### src/verilog/ebs_pkg.sv
// Constants and types for the external brake sequencer
package ebs_pkg;
  // Clock rate and timer tick
  localparam int unsigned CLK_HZ = 40000000;
  localparam int unsigned TICK_MS = 10;
  localparam int unsigned TICK_CYCLES = CLK_HZ / 1000 * TICK_MS;
  localparam int TICK_W = 19;
  // Delay settings in ticks of 10 ms: 0.00 s to 5.00 s
  localparam int TIME_W = 9;
  localparam logic [TIME_W-1:0] TIME_MAX = 9'h1F4;
  // Frequency in hundredths of a hertz, 0.00 to 400.00 Hz
  localparam int FREQ_W = 16;
  localparam logic [FREQ_W-1:0] FREQ_ZERO = 16'h0000;
  localparam logic [FREQ_W-1:0] FREQ_MAX = 16'h9C40;
  // Current in percent of rated, 0 to 200
  localparam int CUR_W = 8;
  localparam logic [CUR_W-1:0] CUR_MAX = 8'hC8;
  // Enable code and confirmation input function code
  localparam logic [7:0] ENABLE_CODE = 8'h01;
  localparam logic [7:0] CONFIRM_FUNC = 8'h2C;

  typedef enum logic [3:0] {
    EBS_IDLE = 4'b0000,
    EBS_RAMP_UP = 4'b0001,
    EBS_REL_WAIT = 4'b0010,
    EBS_CONF_ON = 4'b0011,
    EBS_ACC_WAIT = 4'b0100,
    EBS_RUN = 4'b0101,
    EBS_RAMP_DN = 4'b0110,
    EBS_CONF_OFF = 4'b0111,
    EBS_STOP_WAIT = 4'b1000,
    EBS_TO_ZERO = 4'b1001,
    EBS_TRIP = 4'b1010
  } ebs_state_t;
endpackage

### src/verilog/ebs_seq.sv
// External brake sequencer top
`timescale 1ns/1ps
`default_nettype none
// Functional notes
// [RQ1] Sequencing only when enable setting is 01, else pass ramp through.
// [RQ2] On run, ramp up only to the release frequency.
// [RQ3] At release frequency wait release time, then assert brake release.
// [RQ4] Current below release threshold: no release, trip, brake error.
// [RQ5] While awaiting confirmation, hold release frequency.
// [RQ6] After confirmation on, wait accel time, then accelerate to target.
// [RQ7] Without confirm input, accel delay counts from brake release.
// [RQ8] Without confirm input, confirmation timeout is ignored.
// [RQ9] After release switches, confirmation must follow within timeout or trip.
// [RQ10] On run off, ramp down to release frequency, then drop release.
// [RQ11] Hold release frequency during stop wait; timeout trips with error.
// [RQ12] After confirm off, wait stop time, then decelerate to 0 Hz.
// [RQ13] Release frequency covers 0.00 to 400.0 Hz.
// [RQ14] Brake drives confirm on when released; input assigned by code 44.
// [RQ15] Timers count 10 ms ticks against programmed values.
module ebs_seq
  import ebs_pkg::*;
(
  // Clock and reset
  input wire logic core_clk,
  input wire logic rst,
  // Settings
  input wire logic [7:0] brake_ctrl_enable,
  input wire logic [TIME_W-1:0] release_wait_time,
  input wire logic [TIME_W-1:0] accel_wait_time,
  input wire logic [TIME_W-1:0] stop_wait_time,
  input wire logic [TIME_W-1:0] confirm_timeout,
  input wire logic [FREQ_W-1:0] release_frequency,
  input wire logic [CUR_W-1:0] release_current,
  input wire logic [7:0] confirm_input_func,
  input wire logic trip_reset,
  // Drive side
  input wire logic run_cmd,
  input wire logic [FREQ_W-1:0] target_frequency,
  input wire logic [FREQ_W-1:0] output_frequency,
  input wire logic [CUR_W-1:0] output_current,
  output logic [FREQ_W-1:0] freq_limit,
  output logic drive_on,
  output logic trip,
  // Brake side
  input wire logic brake_confirm_in,
  output logic brake_release_out,
  output logic brake_error_out,
  // Status
  output logic [3:0] seq_state
);
  ebs_state_t state;
  ebs_state_t next_state;
  logic tick;
  logic [TIME_W-1:0] timer;
  logic [TIME_W-1:0] conf_timer;
  logic conf_sync1, conf_sync2, run_sync1, run_sync2;
  logic enabled, has_confirm, timer_done, conf_expired, at_release;
  logic [FREQ_W-1:0] rel_freq;
  logic [FREQ_W-1:0] next_limit;
  logic next_drive, next_release, next_error;

  ebs_tick u_tick (
    .core_clk(core_clk),
    .rst(rst),
    .tick(tick)
  );

  // Contact pin comes from outside the clock domain
  always_ff @(posedge core_clk) begin
    if (rst) begin
      conf_sync1 <= 1'b0;
      conf_sync2 <= 1'b0;
    end else begin
      conf_sync1 <= brake_confirm_in;
      conf_sync2 <= conf_sync1;
    end
  end

  // Run command pin, same treatment
  always_ff @(posedge core_clk) begin
    if (rst) begin
      run_sync1 <= 1'b0;
      run_sync2 <= 1'b0;
    end else begin
      run_sync1 <= run_cmd;
      run_sync2 <= run_sync1;
    end
  end

  assign enabled = (brake_ctrl_enable == ENABLE_CODE); // [RQ1]
  assign has_confirm = (confirm_input_func == CONFIRM_FUNC); // [RQ14]
  // Out-of-range setting clamps rather than overflowing the ramp
  assign rel_freq = (release_frequency > FREQ_MAX) ? FREQ_MAX : release_frequency; // [RQ13]
  assign at_release = (output_frequency >= rel_freq);
  // Only delays are timed; the ramp itself is the drive's business
  assign timer_done = (timer >= release_wait_time) && (state == EBS_REL_WAIT) ||
                      (timer >= accel_wait_time) && (state == EBS_ACC_WAIT) ||
                      (timer >= stop_wait_time) && (state == EBS_STOP_WAIT); // [RQ15]
  assign conf_expired = has_confirm && (conf_timer >= confirm_timeout); // [RQ8] [RQ9]

  always_comb begin
    next_state = state;
    unique case (state)
      EBS_IDLE: if (enabled && run_sync2) next_state = EBS_RAMP_UP; // [RQ2]
      EBS_RAMP_UP: begin
        if (!run_sync2) next_state = EBS_TO_ZERO;
        else if (at_release) next_state = EBS_REL_WAIT;
      end
      EBS_REL_WAIT: begin
        if (output_current < release_current) next_state = EBS_TRIP; // [RQ4]
        else if (timer_done) next_state = has_confirm ? EBS_CONF_ON : EBS_ACC_WAIT; // [RQ3] [RQ7]
      end
      EBS_CONF_ON: begin
        if (conf_sync2) next_state = EBS_ACC_WAIT; // [RQ6]
        else if (conf_expired) next_state = EBS_TRIP; // [RQ9]
      end
      EBS_ACC_WAIT: if (timer_done) next_state = EBS_RUN; // [RQ6]
      EBS_RUN: if (!run_sync2) next_state = EBS_RAMP_DN; // [RQ10]
      EBS_RAMP_DN: begin
        if (output_frequency <= rel_freq) next_state = has_confirm ? EBS_CONF_OFF : EBS_STOP_WAIT;
      end
      EBS_CONF_OFF: begin
        if (!conf_sync2) next_state = EBS_STOP_WAIT; // [RQ12]
        else if (conf_expired) next_state = EBS_TRIP; // [RQ11]
      end
      EBS_STOP_WAIT: if (timer_done) next_state = EBS_TO_ZERO; // [RQ12]
      EBS_TO_ZERO: if (output_frequency == FREQ_ZERO) next_state = EBS_IDLE;
      EBS_TRIP: if (trip_reset && !run_sync2) next_state = EBS_IDLE;
      default: next_state = EBS_TRIP;
    endcase
    // Disabling mid-sequence drops back to plain ramps
    if (!enabled && state != EBS_TRIP) next_state = EBS_IDLE; // [RQ1]
  end

  always_ff @(posedge core_clk) begin
    if (rst) state <= EBS_IDLE;
    else state <= next_state;
  end

  // Delay timer restarts on every state change
  always_ff @(posedge core_clk) begin
    if (rst || next_state != state) timer <= '0;
    else if (tick && timer != TIME_MAX) timer <= timer + 1'b1; // [RQ15]
  end

  // Confirmation timer restarts on every state change, like the delay timer
  always_ff @(posedge core_clk) begin
    if (rst || next_state != state) conf_timer <= '0;
    else if (tick && conf_timer != TIME_MAX) conf_timer <= conf_timer + 1'b1; // [RQ9]
  end

  // Ceiling follows the state being entered, so it moves together with seq_state
  always_comb begin
    unique case (next_state)
      EBS_IDLE: next_limit = (enabled || !run_sync2) ? FREQ_ZERO : target_frequency; // [RQ1]
      EBS_RAMP_UP: next_limit = rel_freq; // [RQ2]
      EBS_REL_WAIT: next_limit = rel_freq; // [RQ3]
      EBS_CONF_ON: next_limit = rel_freq; // [RQ5]
      EBS_ACC_WAIT: next_limit = rel_freq; // [RQ6]
      EBS_RUN: next_limit = target_frequency; // [RQ6]
      EBS_RAMP_DN: next_limit = rel_freq; // [RQ10]
      EBS_CONF_OFF: next_limit = rel_freq; // [RQ11]
      EBS_STOP_WAIT: next_limit = rel_freq; // [RQ12]
      EBS_TO_ZERO: next_limit = FREQ_ZERO; // [RQ12]
      EBS_TRIP: next_limit = FREQ_ZERO; // [RQ4]
      default: next_limit = FREQ_ZERO;
    endcase
  end

  // Drive stays on through the brake steps; a trip drops it
  always_comb begin
    next_drive = (next_state != EBS_IDLE) && (next_state != EBS_TRIP);
    if (!enabled && run_sync2) next_drive = 1'b1; // [RQ1]
  end

  // Release only from the end of the arrival delay until back at release frequency
  always_comb begin
    unique case (next_state)
      EBS_CONF_ON, EBS_ACC_WAIT, EBS_RUN, EBS_RAMP_DN: next_release = 1'b1; // [RQ3] [RQ10]
      default: next_release = 1'b0;
    endcase
  end

  assign next_error = (next_state == EBS_TRIP); // [RQ4] [RQ9] [RQ11]

  always_ff @(posedge core_clk) begin
    if (rst) begin
      freq_limit <= FREQ_ZERO;
    end else begin
      freq_limit <= next_limit;
    end
  end

  always_ff @(posedge core_clk) begin
    if (rst) begin
      drive_on <= 1'b0;
    end else begin
      drive_on <= next_drive;
    end
  end

  always_ff @(posedge core_clk) begin
    if (rst) begin
      brake_release_out <= 1'b0;
    end else begin
      brake_release_out <= next_release;
    end
  end

  // Error and trip hold until cleared with run low
  always_ff @(posedge core_clk) begin
    if (rst) begin
      brake_error_out <= 1'b0;
    end else begin
      brake_error_out <= next_error;
    end
  end

  always_ff @(posedge core_clk) begin
    if (rst) begin
      trip <= 1'b0;
    end else begin
      trip <= next_error;
    end
  end

  always_ff @(posedge core_clk) begin
    if (rst) begin
      seq_state <= 4'h0;
    end else begin
      seq_state <= next_state;
    end
  end
endmodule
`default_nettype wire

### src/verilog/ebs_tick.sv
// Prescaler giving one pulse every 10 ms
`timescale 1ns/1ps
`default_nettype none
module ebs_tick
  import ebs_pkg::*;
(
  // Clock and reset
  input wire logic core_clk,
  input wire logic rst,
  // Tick pulse
  output logic tick
);
  logic [TICK_W-1:0] count;

  always_ff @(posedge core_clk) begin
    if (rst) begin
      count <= '0;
      tick <= 1'b0;
    end else if (count == TICK_W'(TICK_CYCLES - 1)) begin
      count <= '0;
      tick <= 1'b1; // [RQ15]
    end else begin
      count <= count + 1'b1;
      tick <= 1'b0;
    end
  end
endmodule
`default_nettype wire
### config.mk
export PLATFORM = sky130hd
export DESIGN_NAME = ebs_seq
export DESIGN_NICKNAME = d
export VERILOG_FILES = /design/src/verilog/ebs_pkg.sv /design/src/verilog/ebs_seq.sv /design/src/verilog/ebs_tick.sv
export SDC_FILE = /design/constraint.sdc
export NUM_CORES = 1
export LEC_CHECK = 0
export ABC_AREA = 1
export BUFFER_PORTS_ARGS = -buffer_cell sky130_fd_sc_hd__buf_2
export CELL_PAD_IN_SITES_DETAIL_PLACEMENT = 1
export CELL_PAD_IN_SITES_GLOBAL_PLACEMENT = 2
export CORE_ASPECT_RATIO = 0.75
export CORE_MARGIN = 2
export CORE_UTILIZATION = 31
export CTS_CLUSTER_DIAMETER = 80
export DETAILED_ROUTE_END_ITERATION = 10
export PLACE_DENSITY = 0.87
export SYNTH_ARGS = -nofsm -noshare
export SYNTH_HDL_FRONTEND = slang
export SYNTH_HIERARCHICAL = 1
export SYNTH_SLANG_ARGS = --single-unit
### constraint.sdc
create_clock -name core_clk -period 6.3 [get_ports core_clk]
set_clock_uncertainty 0.1 [all_clocks]
set_input_delay 1.26 -clock core_clk [delete_from_list [all_inputs] [get_ports core_clk]]
set_output_delay 1.26 -clock core_clk [all_outputs]
set_load 0.01 [all_outputs]
# After elaboration in Yosys (flattened, before gate mapping)
# Index checks and enable logic that the tools add are counted.
word_totals:
  word_cells: 99
  regBits: 65
  inputBits: 121
op_classes:
  eq_ne: 27
  add_sub_neg: 3
  order_cmp: 8
  muxes: 24
  reduce_logical: 24
op_table:
  columns: ["cell", "count"]
  rows:
  - ["$mux W4", 16]
  - ["$pmux W16 S3", 1]
  - ["$pmux W4 S11", 1]
  - ["$ge A9 B9 Y1", 4]
  - ["$eq A4 B3 Y1 const B", 8]
  - ["$mux W16", 2]
  - ["$eq A4 B4 Y1 const B", 5]
  - ["$add A19 B1 Y19 const B", 1]
  - ["$eq A19 B19 Y1 const B", 1]
  - ["$add A9 B1 Y9 const B", 2]
  - ["$ne A9 B9 Y1 const B", 2]
  - ["$eq A4 B2 Y1 const B", 4]
  - ["$ge A16 B16 Y1", 1]
  - ["$gt A16 B16 Y1 const B", 1]
  - ["$le A16 B16 Y1", 1]
  - ["$logic_not A16 Y1", 1]
  - ["$logic_and A1 B1 Y1", 11]
  - ["$eq A4 B1 Y1 const B", 2]
  - ["$eq A8 B1 Y1 const B", 1]
  - ["$eq A8 B6 Y1 const B", 1]
  - ["$logic_not A4 Y1", 2]
  - ["$lt A8 B8 Y1", 1]
  - ["$ne A4 B4 Y1 const B", 2]
  - ["$reduce_or A7 Y1", 1]
  - ["8 further kinds", 14]

# Longest topological paths before layout
depth:
  ltp_word: 11
  depth_mapped: 34
  ltp_nobuf: 33

# By module
# Netlist, hierarchy kept.
modules_own_cells:
  columns: ["module", "area_each_um2", "instances", "cells_each"]
  rows:
  - ["ebs_seq", 4411.7, 1, 681]
  - ["ebs_tick", 1057.3, 1, 145]

# Worst setup path after synthesis
# Ideal clock, no wire load.
synth_timing:
  kind: "input-to-reg"
  start: "input port release_frequency[13]"
  end: "register freq_limit[13]"
  n_path_buf: 1
  stages: 31
  t_required_ps: 6068
  arrival_ps: 4201
  setup_slack_ps: 1867
  setup_time_ps: 132
  path_cell_list: "inv_1 nand2_1 nor3_1 nor3b_1 nand3_1 nand2_1 clkinv_1 nor2_1 inv_1 ha_1 nand2_1 nand2_1 nand2_1 nand2_1 a21oi_2 nand2_1 nand2_1 nand2_1 nand2_1 nand2_1 nor2_1 nand2_1 nand2_2 clkinv_1 nand2_1 nand2_1 nor2_2 nand2_4 buf_6 nand2_1 a21oi_1"
synth_via:
  elab_chain_cells: 10
  elab_cells_between_ends: 20
  cone_classes: "order compare: 3; eq/ne: 8; mux: 7; reduce/logical: 2"
synth_rtl:
  columns: ["element", "line_no", "source"]
  rows:
  - ["from (decl)", "ebs_seq.sv:32", "input wire logic [FREQ_W-1:0] release_frequency,"]
  - ["$gt A16 B16 Y1", "ebs_seq.sv:93", "assign rel_freq = (release_frequency > FREQ_MAX) ? FREQ_MAX : release_frequency;"]
  - ["$mux W16 *", "ebs_seq.sv:93", null]
  - ["$ge A16 B16 Y1", "ebs_seq.sv:94", "assign at_release = (output_frequency >= rel_freq);"]
  - ["$mux W4", "ebs_seq.sv:107", "else if (at_release) next_state = EBS_REL_WAIT;"]
  - ["$mux W4", "ebs_seq.sv:106", "if (!run_sync2) next_state = EBS_TO_ZERO;"]
  - ["$pmux W4 S11", "ebs_seq.sv:103", "unique case (state)"]
  - ["$mux W4", "ebs_seq.sv:132", "if (!enabled && state != EBS_TRIP) next_state = EBS_IDLE;"]
  - ["$eq A4 B2 Y1, or another cell as far along", "ebs_seq.sv:154", "unique case (next_state)"]
  - ["$reduce_or A7 Y1 (no source line)", null, null]
  - ["$pmux W16 S3 *", "ebs_seq.sv:154", null]
  - ["to (signal assigned)", "ebs_seq.sv:190", "freq_limit <= next_limit;"]
  - ["to (decl)", "ebs_seq.sv:41", "output logic [FREQ_W-1:0] freq_limit,"]
# Mark *: on every way between the ends. The rest lies on a longest branch, timed or not.
# A chain may end at the register's enable or synchronous reset.

# Worst setup path after layout
layout_timing:
  start: "input port release_frequency[15]"
  end: "register conf_timer[7]"
layout_via:
  elab_chain_cells: 9
  elab_cells_between_ends: 11
  cone_classes: "order compare: 3; eq/ne: 1; mux: 6; reduce/logical: 1"
layout_rtl:
  columns: ["element", "line_no", "source"]
  rows:
  - ["$gt A16 B16 Y1", "ebs_seq.sv:93", null]
  - ["$mux W16 *", "ebs_seq.sv:93", null]
  - ["$ge A16 B16 Y1", "ebs_seq.sv:94", null]
  - ["$mux W4", "ebs_seq.sv:107", null]
  - ["$mux W4", "ebs_seq.sv:106", null]
  - ["$pmux W4 S11 *", "ebs_seq.sv:103", null]
  - ["$mux W4 *", "ebs_seq.sv:132", null]
  - ["$ne A4 B4 Y1 *", "ebs_seq.sv:148", "if (rst || next_state != state) conf_timer <= '0;"]
  - ["$logic_or A1 B1 Y1 *", "ebs_seq.sv:148", null]
  - ["to (signal assigned)", "ebs_seq.sv:149", "else if (tick && conf_timer != TIME_MAX) conf_timer <= conf_timer + 1'b1;"]
  - ["to (decl)", "ebs_seq.sv:55", "logic [TIME_W-1:0] conf_timer;"]
# Marks and branches as above.

==> impl_metrics.tcl <==
set metrics [dict create \
    worst_skew_pair.late_latency_ns 0.33 \
    clock_tree.buffer_depth 2 \
    grt_pass1_vias 5519 \
    synthCells 826 \
    floorplan.die_area_um2 18700 \
    cts_stage_hold_buffer_count 0 \
    postSynth.topFlopCell "sky130_fd_sc_hd__dfxtp_1" \
    critical_path.max_fanout 18 \
    boundaryPins 145 \
    antenna_violations_before_repair 0 \
    synth_seq_area_share 0.238 \
    die_h_um 119 \
    htree_levels 3 \
    cts_buffers 9 \
    critPathKind "input pin to flop" \
    placedInstanceArea_um2 6420 \
    synth_nets 1011 \
    gr-total-overflow 0 \
    synthesis.area_um2 5470 \
    place_worst_setup_slack_ns 0.956 \
    crit_path_start_kind "input pin" \
    multiInputGateArea_um2 3490 \
    layout_min_cycle_time_ns 5.05 \
    hold_ws_ns 0.310 \
    yosysUniqueCellTypes 43 \
    fmax_ghz 0.198 \
    sequential_cell_area_um2 1300 \
    powerDensity_nw_per_um2 161 \
    post-cts-setup-buffers 0 \
    numPlacedInstances 1204 \
    stdcell_count 1220 \
    routabilityCongestion 0.832 \
    numPortBuffers 144 \
    maxSlewViolCount 0 \
    pin_count_of_the_biggest_net_entering_global_routing 30 \
    clock-sinks 65 \
    setup_slack_ns 1.25 \
    flip_flop_and_latch_count_after_synthesis 65 \
    areaGrowthSynthToFinish_pct 23.0 \
    nets 1158 \
    synth-warning-count 6 \
    wl_mm 14.4 \
    detail_route.drc_violations 0 \
    ant_nets 0 \
    dp_hpwl_mm 12.3 \
    postLayoutCellArea_um2 6730 \
    grt_first_pass_wirelength_mm 25.5 \
    path_clk_slew_ns 0.06 \
    n_fill_cell 2322 \
    clk_root_buffer_cell "sky130_fd_sc_hd__clkbuf_16" \
    fin_crit_sh 0.802 \
    tritoncts_clock_tree "done" \
    post_route_cells_drive_above_1_share 0.242 \
    dr.first_iter.drc_count 162 \
    synth_area_per_cell_um2 6.62 \
    setup-violations-final 0 \
    synth_enable_flop_cells 0 \
    floorplan.rows 42 \
    worstHoldPathType "flop to flop" \
    run_status "finished, final reports clean" \
    vias_per_cell 4.40 \
    grt_usage 0.167 \
    vdd.ir_drop.worst_uv 123 \
    total_iterations_of_the_first_detailed_routing_run 4 \
    route.vias.total 5365 \
    cap_viol_max_count 0 \
    initial_core_util 0.313 \
    arrival_worst_endpoint_ns 5.21 \
    wire_per_inst_um 11.8 \
    critPathRequiredTime_ns 6.46 \
    tns_ns 0 \
    dieWidth_um 157 \
    design.core.area_um2 17400 \
    end_kind "flop" \
    worst_slew_pin_slew_ns 0.662 \
    cts_resized 0 \
    n_antenna_cell 0 \
    unrepaired_setup_endpoints_after_global_routing "false" \
    finalHoldViolCount 0 \
    static-leakage-power_nw 3.50 \
    async_flop_share 0 \
    timing.slew.headroom 0.555 \
]
metrics by stage:
| stage | utilization | total power [mW] |
|---|---|---|
| finish | 0.386 | 1.08 |
| global route | 0.386 | 1.15 |
| CTS | 0.386 | 1.11 |
| detailed placement | 0.368 | 0.575 |
| global placement | 0.368 | 0.573 |
| floorplan | - | 0.515 |
layout by cell type, fill, tap and decap left out, drive strengths merged, types with 9 or more instances in the layout:
cell type	synthesis	layout
a21oi	46	46
nand2	214	214
ha	64	64
xor2	19	19
nand4	20	20
nand3	48	48
inv	157	161
nor2	132	132
clkbuf	3	9
buf	5	144
dfxtp	65	65
o21ai	13	13
sequential cells by signal, indices dropped and copies added, names as in the netlist:
register,count
conf_sync1,1
brake_release_out,1
conf_timer,9
drive_on,1
timer,9
run_sync1,1
u_tick/count,19
conf_sync2,1
seq_state,4
u_tick/tick,1
run_sync2,1
freq_limit,16
trip,1
cells in the mapped netlist, types with 2 or more instances:
| cell | count | area share |
|---|---|---|
| sky130_fd_sc_hd__nor2_2 | 20 | 0.023 |
| sky130_fd_sc_hd__or2_2 | 2 | 0.0023 |
| sky130_fd_sc_hd__a21oi_2 | 4 | 0.0064 |
| sky130_fd_sc_hd__nand3_1 | 42 | 0.038 |
| sky130_fd_sc_hd__nand3b_1 | 5 | 0.0069 |
| sky130_fd_sc_hd__o21ai_0 | 8 | 0.0073 |
| sky130_fd_sc_hd__nor2_4 | 12 | 0.025 |
| sky130_fd_sc_hd__clkinv_1 | 3 | 0.0021 |
| sky130_fd_sc_hd__nand3_2 | 6 | 0.011 |
| sky130_fd_sc_hd__o21ai_2 | 2 | 0.0032 |
| sky130_fd_sc_hd__and3_1 | 2 | 0.0023 |
| sky130_fd_sc_hd__buf_4 | 2 | 0.0027 |
| sky130_fd_sc_hd__a21oi_1 | 42 | 0.038 |
| sky130_fd_sc_hd__nand2_2 | 11 | 0.013 |
| sky130_fd_sc_hd__o21ai_1 | 3 | 0.0027 |
| sky130_fd_sc_hd__nand2_4 | 4 | 0.0082 |
| sky130_fd_sc_hd__dfxtp_1 | 65 | 0.24 |
| sky130_fd_sc_hd__nand2_1 | 199 | 0.14 |
| sky130_fd_sc_hd__nand4_1 | 19 | 0.022 |
| sky130_fd_sc_hd__nor2_1 | 100 | 0.069 |
| sky130_fd_sc_hd__xnor2_1 | 8 | 0.013 |
| sky130_fd_sc_hd__clkbuf_1 | 3 | 0.0021 |
| sky130_fd_sc_hd__a21o_1 | 2 | 0.0027 |
| sky130_fd_sc_hd__xor2_1 | 18 | 0.029 |
| sky130_fd_sc_hd__o21a_1 | 2 | 0.0027 |
| sky130_fd_sc_hd__inv_1 | 147 | 0.10 |
| sky130_fd_sc_hd__inv_2 | 10 | 0.0069 |
| sky130_fd_sc_hd__nor3_1 | 3 | 0.0027 |
| sky130_fd_sc_hd__nor4_1 | 4 | 0.0046 |
| sky130_fd_sc_hd__ha_1 | 64 | 0.15 |
| sky130_fd_sc_hd__a31oi_1 | 2 | 0.0023 |
report_power, final:
part	leakage, nW	switching (mW)	total, mW	internal (mW)
Combinational	2.82	0.0808	0.145	0.0640
Clock	0.149	0.206	0.520	0.314
Sequential	0.526	0.00281	0.419	0.416
Total	3.50	0.290	1.08	0.793
final timing paths:
check	to	cells past startpoint	start	slack [ns]
worst max register to register	conf_timer[7]	15	conf_timer[4]	3.19
worst min-delay path	conf_sync2	2	conf_sync1	0.31
worst min register to register	conf_sync2	2	conf_sync1	0.31
worst max-delay path	conf_timer[7]	26	release_frequency[15]	1.25
cells by family (layout without fill, tap and decap cells):
logic type,count (synthesis),in the layout,synth area share
AND/OR/NAND/NOR,433,433,0.374
AO/OA/AOI/OAI,69,69,0.0744
XOR/XNOR,27,27,0.0446
flip-flops,65,65,0.238
buffers and inverters,168,320,0.123
adder cells (fa/ha/maj),64,64,0.146
layer usage:
metal  global-route usage  wire length (um)  part of all wire
met4               0.0284                96            0.0066
met3               0.0313               546             0.038
met5                    0                 0                 0
met2                0.268              6310              0.44
met1                0.235              7490              0.52
final cells by class:
class | count | area share
clock inverters | 7 | 0.0125
flip-flops and latches | 65 | 0.193
repair buffers | 144 | 0.107
multi-input cells | 593 | 0.519
inverters | 160 | 0.0893
clock buffers | 9 | 0.0335
well taps | 242 | 0.0450
critical path: stages:
cell and delay (ns):
sky130_fd_sc_hd__buf_2 0.11, sky130_fd_sc_hd__inv_1 0.06, sky130_fd_sc_hd__nor3_1 0.23, sky130_fd_sc_hd__nor3b_1 0.35, sky130_fd_sc_hd__nand3_1 0.12, sky130_fd_sc_hd__nand2_1 0.22, sky130_fd_sc_hd__clkinv_1 0.29, sky130_fd_sc_hd__nor2_1 0.20
sky130_fd_sc_hd__inv_1 0.07, sky130_fd_sc_hd__ha_1 0.29, sky130_fd_sc_hd__nand2_1 0.07, sky130_fd_sc_hd__nand2_1 0.04, sky130_fd_sc_hd__nand2_1 0.05, sky130_fd_sc_hd__nand2_1 0.06, sky130_fd_sc_hd__a21oi_2 0.16, sky130_fd_sc_hd__nand2_1 0.10
sky130_fd_sc_hd__nand2_1 0.08, sky130_fd_sc_hd__nand2_1 0.07, sky130_fd_sc_hd__nand2_1 0.09, sky130_fd_sc_hd__nand2_1 0.06, sky130_fd_sc_hd__nor2_1 0.08, sky130_fd_sc_hd__nand2_1 0.10, sky130_fd_sc_hd__nand2_2 0.11, sky130_fd_sc_hd__xor2_1 0.24
sky130_fd_sc_hd__nand4_4 0.45, sky130_fd_sc_hd__nor2_1 0.22
(Power assumes the default switching activity.)
